==> src/include/timer_channel_pkg.sv <==
// Constants, types and field layout of one timer capture/compare channel
package timer_channel_pkg;

    // ---------------------------------------------------------------
    // Register map
    // ---------------------------------------------------------------
    localparam int          ADDR_W          = 12;
    localparam logic [11:0] ADDR_CTRL       = 12'h000;
    localparam logic [11:0] ADDR_VALUE_HIGH = 12'h004;
    localparam logic [11:0] ADDR_VALUE_LOW  = 12'h008;

    // ---------------------------------------------------------------
    // Field layout and constants
    // ---------------------------------------------------------------
    localparam int          CTRL_EL_LSB     = 2;
    localparam int          CTRL_MODE_A_BIT = 4;
    localparam int          CTRL_MODE_B_BIT = 5;
    localparam logic [1:0]  EL_NONE         = 2'h0;
    localparam logic [1:0]  EL_RISE         = 2'h1;
    localparam logic [1:0]  EL_FALL         = 2'h2;
    localparam logic [1:0]  EL_BOTH         = 2'h3;
    localparam logic [1:0]  CLK_SEL_OFF     = 2'h0;
    localparam logic [15:0] VALUE_RESET     = 16'h0000;
    localparam logic [15:0] MODULO_FREE     = 16'h0000;
    localparam logic [15:0] COUNT_TOP       = 16'hFFFF;
    localparam logic [15:0] COUNT_ONE       = 16'h0001;
    localparam logic [7:0]  BYTE_ZERO       = 8'h00;
    localparam logic [31:0] WORD_ZERO       = 32'h0000_0000;

    // ---------------------------------------------------------------
    // Types
    // ---------------------------------------------------------------
    typedef struct packed {
        logic       channel_mode_sel_b;
        logic       channel_mode_sel_a;
        logic       edge_level_sel_hi;
        logic       edge_level_sel_lo;
    } channel_ctrl_t;

    typedef struct packed {
        logic       center_pwm_select;
        logic [1:0] counter_clock_select;
        logic       counter_tick;
        logic       counting_up;
    } counter_status_t;

    typedef enum logic [2:0] {
        MODE_CAPTURE,
        MODE_COMPARE,
        MODE_EDGE_PWM,
        MODE_CENTER_PWM
    } channel_mode_t;

endpackage

==> src/rtl/timer_channel.sv <==
// One timer channel: mode decode, pin action, value register and coherency latches
module timer_channel
    import timer_channel_pkg::*;
(
    input  wire logic              i_clk_sys,
    input  wire logic              i_sys_rst,
    input  wire logic [ADDR_W-1:0] i_paddr,
    input  wire logic              i_psel,
    input  wire logic              i_penable,
    input  wire logic              i_pwrite,
    input  wire logic [31:0]       i_pwdata,
    output logic      [31:0]       o_prdata,
    output logic                   o_pready,
    output logic                   o_pslverr,
    input  wire logic [15:0]       i_counter_value,
    input  wire logic [15:0]       i_modulo_value,
    input  wire counter_status_t   i_counter_status,
    input  wire logic              i_background_debug_active,
    input  wire logic              i_pin_in,
    output logic                   o_pin_out,
    output logic                   o_pin_oe,
    output logic                   o_capture_event,
    output logic                   o_compare_match
);

    // ---------------------------------------------------------------
    // Declarations
    // ---------------------------------------------------------------
    channel_ctrl_t  ctrl_reg;
    channel_mode_t  mode;
    logic [15:0]    value_reg;
    logic [15:0]    read_buf_reg;
    logic           read_latched_reg;
    logic           read_first_high_reg;
    logic [7:0]     wbuf_high_reg;
    logic [7:0]     wbuf_low_reg;
    logic           wfull_high_reg;
    logic           wfull_low_reg;
    logic [7:0]     wbuf_high_next;
    logic [7:0]     wbuf_low_next;
    logic           wfull_high_next;
    logic           wfull_low_next;
    logic           pin_prev_reg;
    logic           pin_next;
    logic           access;
    logic           acc_first;
    logic           done;
    logic           hit_ctrl;
    logic           hit_high;
    logic           hit_low;
    logic           mapped;
    logic           wr_ctrl;
    logic           wr_high;
    logic           wr_low;
    logic           rd_value;
    logic           debug;
    logic [1:0]     edge_level;
    logic           capture_fire;
    logic           match;
    logic           period_start;
    logic [15:0]    terminal;
    logic           buffered_write;
    logic           clock_off;
    logic           load_point;
    logic           transfer;
    logic [31:0]    rdata_next;
    logic           use_read_buf;

    // ---------------------------------------------------------------
    // Bus decode
    // ---------------------------------------------------------------
    assign access     = i_psel & i_penable;
    assign acc_first  = access & ~o_pready;
    assign done       = access & o_pready;
    assign hit_ctrl   = (i_paddr == ADDR_CTRL);
    assign hit_high   = (i_paddr == ADDR_VALUE_HIGH);
    assign hit_low    = (i_paddr == ADDR_VALUE_LOW);
    assign mapped     = hit_ctrl | hit_high | hit_low;
    assign wr_ctrl    = done & i_pwrite & hit_ctrl;
    assign wr_high    = done & i_pwrite & hit_high;
    assign wr_low     = done & i_pwrite & hit_low;
    assign rd_value   = done & ~i_pwrite & (hit_high | hit_low);
    assign debug      = i_background_debug_active;
    assign edge_level = {ctrl_reg.edge_level_sel_hi, ctrl_reg.edge_level_sel_lo};

    // ---------------------------------------------------------------
    // Mode decode
    // ---------------------------------------------------------------
    always_comb begin
        if (i_counter_status.center_pwm_select) begin
            mode = MODE_CENTER_PWM;
        end else if (ctrl_reg.channel_mode_sel_b) begin
            mode = MODE_EDGE_PWM;
        end else if (ctrl_reg.channel_mode_sel_a) begin
            mode = MODE_COMPARE;
        end else begin
            mode = MODE_CAPTURE;
        end
    end

    // ---------------------------------------------------------------
    // Events
    // ---------------------------------------------------------------
    always_comb begin
        unique case (edge_level)
            EL_RISE: capture_fire = i_pin_in & ~pin_prev_reg;
            EL_FALL: capture_fire = ~i_pin_in & pin_prev_reg;
            EL_BOTH: capture_fire = i_pin_in ^ pin_prev_reg;
            EL_NONE: capture_fire = 1'b0;
        endcase
        capture_fire = capture_fire & (mode == MODE_CAPTURE);
    end

    assign match        = i_counter_status.counter_tick & (i_counter_value == value_reg) & (mode != MODE_CAPTURE);
    assign terminal     = (i_modulo_value == MODULO_FREE) ? COUNT_TOP : i_modulo_value;
    assign period_start = i_counter_status.counter_tick & (i_counter_value == terminal);

    // ---------------------------------------------------------------
    // Write coherency
    // ---------------------------------------------------------------
    assign buffered_write  = (mode != MODE_CAPTURE) & ~debug;
    assign clock_off       = (i_counter_status.counter_clock_select == CLK_SEL_OFF);
    assign wbuf_high_next  = (wr_high & buffered_write) ? i_pwdata[7:0] : wbuf_high_reg;
    assign wbuf_low_next   = (wr_low & buffered_write) ? i_pwdata[7:0] : wbuf_low_reg;
    assign wfull_high_next = wfull_high_reg | (wr_high & buffered_write);
    assign wfull_low_next  = wfull_low_reg | (wr_low & buffered_write);

    always_comb begin
        if (mode == MODE_COMPARE) begin
            load_point = i_counter_status.counter_tick;
        end else begin
            // Center PWM loads only on the way up
            load_point = i_counter_status.counter_tick & (i_counter_value == terminal - COUNT_ONE) &
                         (mode != MODE_CENTER_PWM || i_counter_status.counting_up);
        end
    end

    // Frozen while debug is active
    assign transfer = ~debug & (mode != MODE_CAPTURE) & ~wr_ctrl &
                      ((clock_off & wfull_high_next & wfull_low_next) |
                       (~clock_off & wfull_high_reg & wfull_low_reg & load_point));

    always_ff @(posedge i_clk_sys or posedge i_sys_rst) begin
        if (i_sys_rst) begin
            wbuf_high_reg <= BYTE_ZERO;
            wbuf_low_reg  <= BYTE_ZERO;
        end else begin
            wbuf_high_reg <= wbuf_high_next;
            wbuf_low_reg  <= wbuf_low_next;
        end
    end

    always_ff @(posedge i_clk_sys or posedge i_sys_rst) begin
        if (i_sys_rst) begin
            wfull_high_reg <= 1'b0;
            wfull_low_reg  <= 1'b0;
        end else if (wr_ctrl) begin
            wfull_high_reg <= 1'b0;
            wfull_low_reg  <= 1'b0;
        end else if (transfer) begin
            wfull_high_reg <= 1'b0;
            wfull_low_reg  <= 1'b0;
        end else begin
            wfull_high_reg <= wfull_high_next;
            wfull_low_reg  <= wfull_low_next;
        end
    end

    // ---------------------------------------------------------------
    // Channel value register
    // ---------------------------------------------------------------
    always_ff @(posedge i_clk_sys or posedge i_sys_rst) begin
        if (i_sys_rst) begin
            value_reg <= VALUE_RESET;
        end else if (capture_fire) begin
            value_reg <= i_counter_value;
        end else if (debug && mode != MODE_CAPTURE && (wr_high || wr_low)) begin
            if (wr_high) begin
                value_reg[15:8] <= i_pwdata[7:0];
            end else begin
                value_reg[7:0] <= i_pwdata[7:0];
            end
        end else if (transfer) begin
            value_reg <= {wbuf_high_next, wbuf_low_next};
        end
    end

    // ---------------------------------------------------------------
    // Read coherency
    // ---------------------------------------------------------------
    always_ff @(posedge i_clk_sys or posedge i_sys_rst) begin
        if (i_sys_rst) begin
            read_latched_reg    <= 1'b0;
            read_first_high_reg <= 1'b0;
            read_buf_reg        <= VALUE_RESET;
        end else if (wr_ctrl) begin
            read_latched_reg <= 1'b0;
        end else if (rd_value && !debug && mode == MODE_CAPTURE) begin
            if (!read_latched_reg) begin
                read_latched_reg    <= 1'b1;
                read_first_high_reg <= hit_high;
                read_buf_reg        <= value_reg;
            end else if (hit_high != read_first_high_reg) begin
                read_latched_reg <= 1'b0;
            end
        end
    end

    assign use_read_buf = read_latched_reg & ~debug & (mode == MODE_CAPTURE);

    always_comb begin
        rdata_next = WORD_ZERO;
        if (hit_ctrl) begin
            rdata_next[CTRL_MODE_B_BIT]            = ctrl_reg.channel_mode_sel_b;
            rdata_next[CTRL_MODE_A_BIT]            = ctrl_reg.channel_mode_sel_a;
            rdata_next[CTRL_EL_LSB+1 -: 2]         = edge_level;
        end else if (hit_high) begin
            rdata_next[7:0] = use_read_buf ? read_buf_reg[15:8] : value_reg[15:8];
        end else if (hit_low) begin
            rdata_next[7:0] = use_read_buf ? read_buf_reg[7:0] : value_reg[7:0];
        end
    end

    // ---------------------------------------------------------------
    // APB slave
    // ---------------------------------------------------------------
    always_ff @(posedge i_clk_sys or posedge i_sys_rst) begin
        if (i_sys_rst) begin
            o_pready  <= 1'b0;
            o_prdata  <= WORD_ZERO;
            o_pslverr <= 1'b0;
        end else if (acc_first) begin
            o_pready  <= 1'b1;
            o_prdata  <= i_pwrite ? WORD_ZERO : rdata_next;
            o_pslverr <= ~mapped;
        end else begin
            o_pready  <= 1'b0;
            o_pslverr <= 1'b0;
        end
    end

    always_ff @(posedge i_clk_sys or posedge i_sys_rst) begin
        if (i_sys_rst) begin
            ctrl_reg <= '0;
        end else if (wr_ctrl) begin
            ctrl_reg.channel_mode_sel_b <= i_pwdata[CTRL_MODE_B_BIT];
            ctrl_reg.channel_mode_sel_a <= i_pwdata[CTRL_MODE_A_BIT];
            ctrl_reg.edge_level_sel_hi  <= i_pwdata[CTRL_EL_LSB+1];
            ctrl_reg.edge_level_sel_lo  <= i_pwdata[CTRL_EL_LSB];
        end
    end

    // ---------------------------------------------------------------
    // Pin logic
    // ---------------------------------------------------------------
    always_comb begin
        pin_next = o_pin_out;
        unique case (mode)
            MODE_CAPTURE: pin_next = o_pin_out;
            MODE_COMPARE: begin
                if (match) begin
                    unique case (edge_level)
                        EL_RISE: pin_next = ~o_pin_out;
                        EL_FALL: pin_next = 1'b0;
                        EL_BOTH: pin_next = 1'b1;
                        EL_NONE: pin_next = o_pin_out;
                    endcase
                end
            end
            MODE_EDGE_PWM: begin
                if (match) begin
                    pin_next = edge_level[0];
                end else if (period_start) begin
                    pin_next = ~edge_level[0];
                end
            end
            MODE_CENTER_PWM: begin
                if (match && i_counter_status.counting_up) begin
                    pin_next = edge_level[0];
                end else if (match) begin
                    pin_next = ~edge_level[0];
                end
            end
        endcase
    end

    always_ff @(posedge i_clk_sys or posedge i_sys_rst) begin
        if (i_sys_rst) begin
            o_pin_out       <= 1'b0;
            o_pin_oe        <= 1'b0;
            pin_prev_reg    <= 1'b0;
            o_capture_event <= 1'b0;
            o_compare_match <= 1'b0;
        end else begin
            o_pin_out       <= pin_next;
            o_pin_oe        <= (edge_level != EL_NONE) && (mode != MODE_CAPTURE);
            pin_prev_reg    <= i_pin_in;
            o_capture_event <= capture_fire;
            o_compare_match <= match;
        end
    end
endmodule // timer_channel

==> config.mk <==
export PLATFORM = sky130hd
export DESIGN_NAME = timer_channel
export DESIGN_NICKNAME = d
export VERILOG_FILES = /design/src/include/timer_channel_pkg.sv /design/src/rtl/timer_channel.sv
export SDC_FILE = /design/constraint.sdc
export NUM_CORES = 1
export LEC_CHECK = 0
export BUFFER_PORTS_ARGS = -buffer_cell sky130_fd_sc_hd__buf_2
export CAP_MARGIN = 20
export CORE_MARGIN = 3
export CORE_UTILIZATION = 35
export DETAILED_ROUTE_END_ITERATION = 8
export PLACE_DENSITY_LB_ADDON = 0.2
export REMOVE_ABC_BUFFERS = 1
export SETUP_SLACK_MARGIN = 0.4
export SLEW_MARGIN = 15
export SYNTH_ARGS = -nofsm -noshare
export SYNTH_HDL_FRONTEND = slang
export SYNTH_SLANG_ARGS = --single-unit
==> constraint.sdc <==
create_clock -name i_clk_sys -period 2.7 [get_ports i_clk_sys]
set_input_delay 0.54 -clock i_clk_sys [delete_from_list [all_inputs] [get_ports i_clk_sys]]
set_output_delay 0.54 -clock i_clk_sys [all_outputs]
set_load 0.05 [all_outputs]
==> impl_metrics.py <==
metrics = {
    "global_route": {
        "grt_pass1_vias": 4994,
        "grt_pass1_wl_um": 25800,
        "antenna_found_initial": 0,
        "grt_max_degree": 38,
        "groute.usage.overall_pct": 20.3,
        "grt_overflow": 0,
    },
    "drt": {
        "post_drt_wl_per_cell_um": 18.3,
        "first_pass_iters": 5,
        "drt_first_iter_violations": 252,
        "vias_per_cell": 5.50,
        "drc": 0,
        "ant_nets": 0,
        "finalWirelength_um": 16700,
        "vias": 5023,
    },
    "die": {
        "die_area_um2": 16200,
        "io_pins": 126,
        "coreArea_um2": 14100,
        "dieHeight_um": 127,
        "die_x_um": 127,
        "rows": 43,
        "initial_core_util_pct": 36.4,
    },
    "yosys": {
        "synth_edf_count": 0,
        "ys_seq_elements": 71,
        "ys_seq_area_share_pct": 34.6,
        "synth_ff_type": "dfrtp_1",
        "postSynthCellCount": 564,
        "async_reset_ff_share_pct": 100,
        "synth.distinct_cells": 60,
        "synth.avg_cell_area_um2": 9.11,
        "yosysWarnings": 0,
        "syn_area_um2": 5140,
    },
    "power_and_ir_drop": {
        "power_density_nw_per_um2": 415,
        "ir_worst_vdd_mv": 0.225,
        "leakage_uw": 0.00351,
        "p_total_uw": 2960,
    },
    "worst_setup_path": {
        "crit_fanout": 5,
        "end_kind": "flip-flop",
        "critical_path_buf_inv_count": 2,
        "cp_data_arrival_time_ps": 3720,
        "max_stage_delay_ps": 570,
        "crit_chain": "buf_6, or4_4, or4_4, nor2_4, nor2_2, ha_4, nor4b_4, nand3_1, o2111ai_2, a2111oi_2, a31o_1, nor2_1, or3_4, buf_8, and3b_1",
        "required_ps": 2920,
        "path_delay_family": "simple AND/OR/NAND/NOR gates",
        "path_common_cell": "or4_4",
        "worstSetupPathType": "in -> reg",
        "startpoint_type": "primary input",
        "critPathSlowestCell": "or4_4",
    },
    "cts": {
        "cts_tree": "built",
        "path_clk_slew_ps": 60,
        "insertion_delay_ps": 330,
        "cts_max_level": 3,
        "cts_sinks": 71,
        "root_buffer": "clkbuf_16",
        "cts_buffer_depth": 2,
        "numCtsBuffers": 9,
    },
    "timing": {
        "rsz0062_at_grt": "yes",
        "maxSlewViolCount": 0,
        "tightest_slew_ps": 567,
        "fin_crit_ps": 3500,
        "final-hold-violation-count": 0,
        "max_freq_mhz": 286,
        "tns_ps": -14020,
        "finalWorstSetupSlack_ps": -798,
        "period_share_pct": 130,
        "finalSetupViolations": 19,
        "finClkSkew_ps": 5.70,
        "relSlewSlack_pct": 62.0,
    },
    "final_layout": {
        "final_cell_mix": "buf_4 (105), buf_2 (76), dfrtp_1 (71), nor2_1 (41), mux2_2 (36)",
        "nets": 819,
        "area_growth_syn_to_layout_pct": 38.7,
        "drive_above_1_share_pct": 40.9,
        "antenna-diode-count": 0,
        "layout_commonest_cell": "buf_4",
    },
    "status": {
        "violations": "negative setup slack",
        "status": "finished with violations",
    },
    "worst_hold_path": {
        "min_path_type": "in -> async",
    },
    "placement": {
        "port-buffer-count": 77,
        "place_congestion": 0.906,
        "dpl.hpwl_um": 12900,
    },
    "job": {
        "maxCapViolCount": 0,
    },
}
-- Yosys cell counts, types with 4 or more instances --
cell type,n,area (µm²)
nand2_1,33,124
xor2_1,26,228
xnor2_1,12,105
o22ai_1,11,68.8
buf_2,6,30.0
clkbuf_1,32,120
nand4_1,5,31.3
nor2b_1,5,31.3
a2111oi_0,4,35.0
a31oi_1,6,37.5
a22o_1,4,35.0
or4_1,5,37.5
a21oi_1,23,115
a211oi_1,17,128
buf_4,24,180
or3_1,8,50.1
mux2_2,36,405
nor4_1,28,175
nor2_1,44,165
o21ai_0,17,85.1
nor4bb_1,5,50.1
mux2i_1,35,350
a22oi_1,17,128
nand3_1,11,55.1
nor3_1,15,75.1
dfrtp_1,71,1780
inv_1,8,30.0
-- final cells by class --
type                       instances  area, µm²
tap                              180        225
timing repair buffer             194       1390
fill                            1330       6970
multi-input combinational        444       3350
clock inverter                     5        104
clock buffer                      11        253
inverter                           8       30.0
sequential                        71       1780
-- layer usage --
layer | track usage (%) | up-vias | part of all wire, %
met2 | 34.4 | 159 | 48
met3 | 3.01 | 34 | 5.0
met4 | 9.91 | 0 | 4.4
met5 | 0 | - | 0
met1 | 25.3 | 2435 | 43
li1 | - | 2395 | -
-- kinds of logic (layout without fill, tap and decap cells) --
logic type,Yosys count,count (layout),share of synthesized area (%)
buf+inv,72,218,7.45
compound gates,125,125,17.0
flops,71,71,34.6
simple gates,183,183,19.0
mux,71,71,14.7
other cells,1,24,0.0730
xor+xnor,38,38,6.48
fa+ha+maj,3,3,0.731
-- stage by stage --
stage               cell area (µm²)  setup WS (ps)  instances  hold slack, ps  utilization [%]
global placement               6350          -1340        890             464             45.0
detailed placement             6350          -1460        890             475             45.0
finish                         7130           -798        913             261             50.6
CTS                            6960           -795        910             266             49.4
global route                   7130           -912        913             314             50.6
floorplan                      4870          -2910        523             460                -
-- final timing paths --
path                                   startpoint              to  slack [ps]  cells after the start
worst min register to register        o_prdata[2]     o_prdata[2]         480                      2
min in group i_clk_sys                   i_pin_in    pin_prev_reg         350                      1
worst min-delay path                    i_sys_rst     ctrl_reg[3]         260                      2
worst max-delay path            i_modulo_value[0]  wfull_high_reg        -800                     15
worst max register to register        ctrl_reg[2]   value_reg[12]          10                      8
max in group asynchronous               i_sys_rst   value_reg[14]        1770                      3
-- power by group --
group / internal [µW] / switching [µW] / total [µW]
clock: 952 / 443 / 1400
sequential: 1070 / 2.04 / 1070
combinational: 187 / 304 / 491
total: 2210 / 749 / 2960
-- what timing repair did --
| action | 4_1_cts | 5_1_grt |
|---|---|---|
| pin swaps | 12 | 8 |
| hold buffers | 0 | 0 |
| gates cloned | 3 | 1 |
| endpoints found under the setup margin | 21 | 42 |
| resized for setup | 41 | 30 |
| buffers inserted | 1 | 2 |
No activity file was read; power rests on OpenSTA's default activity.
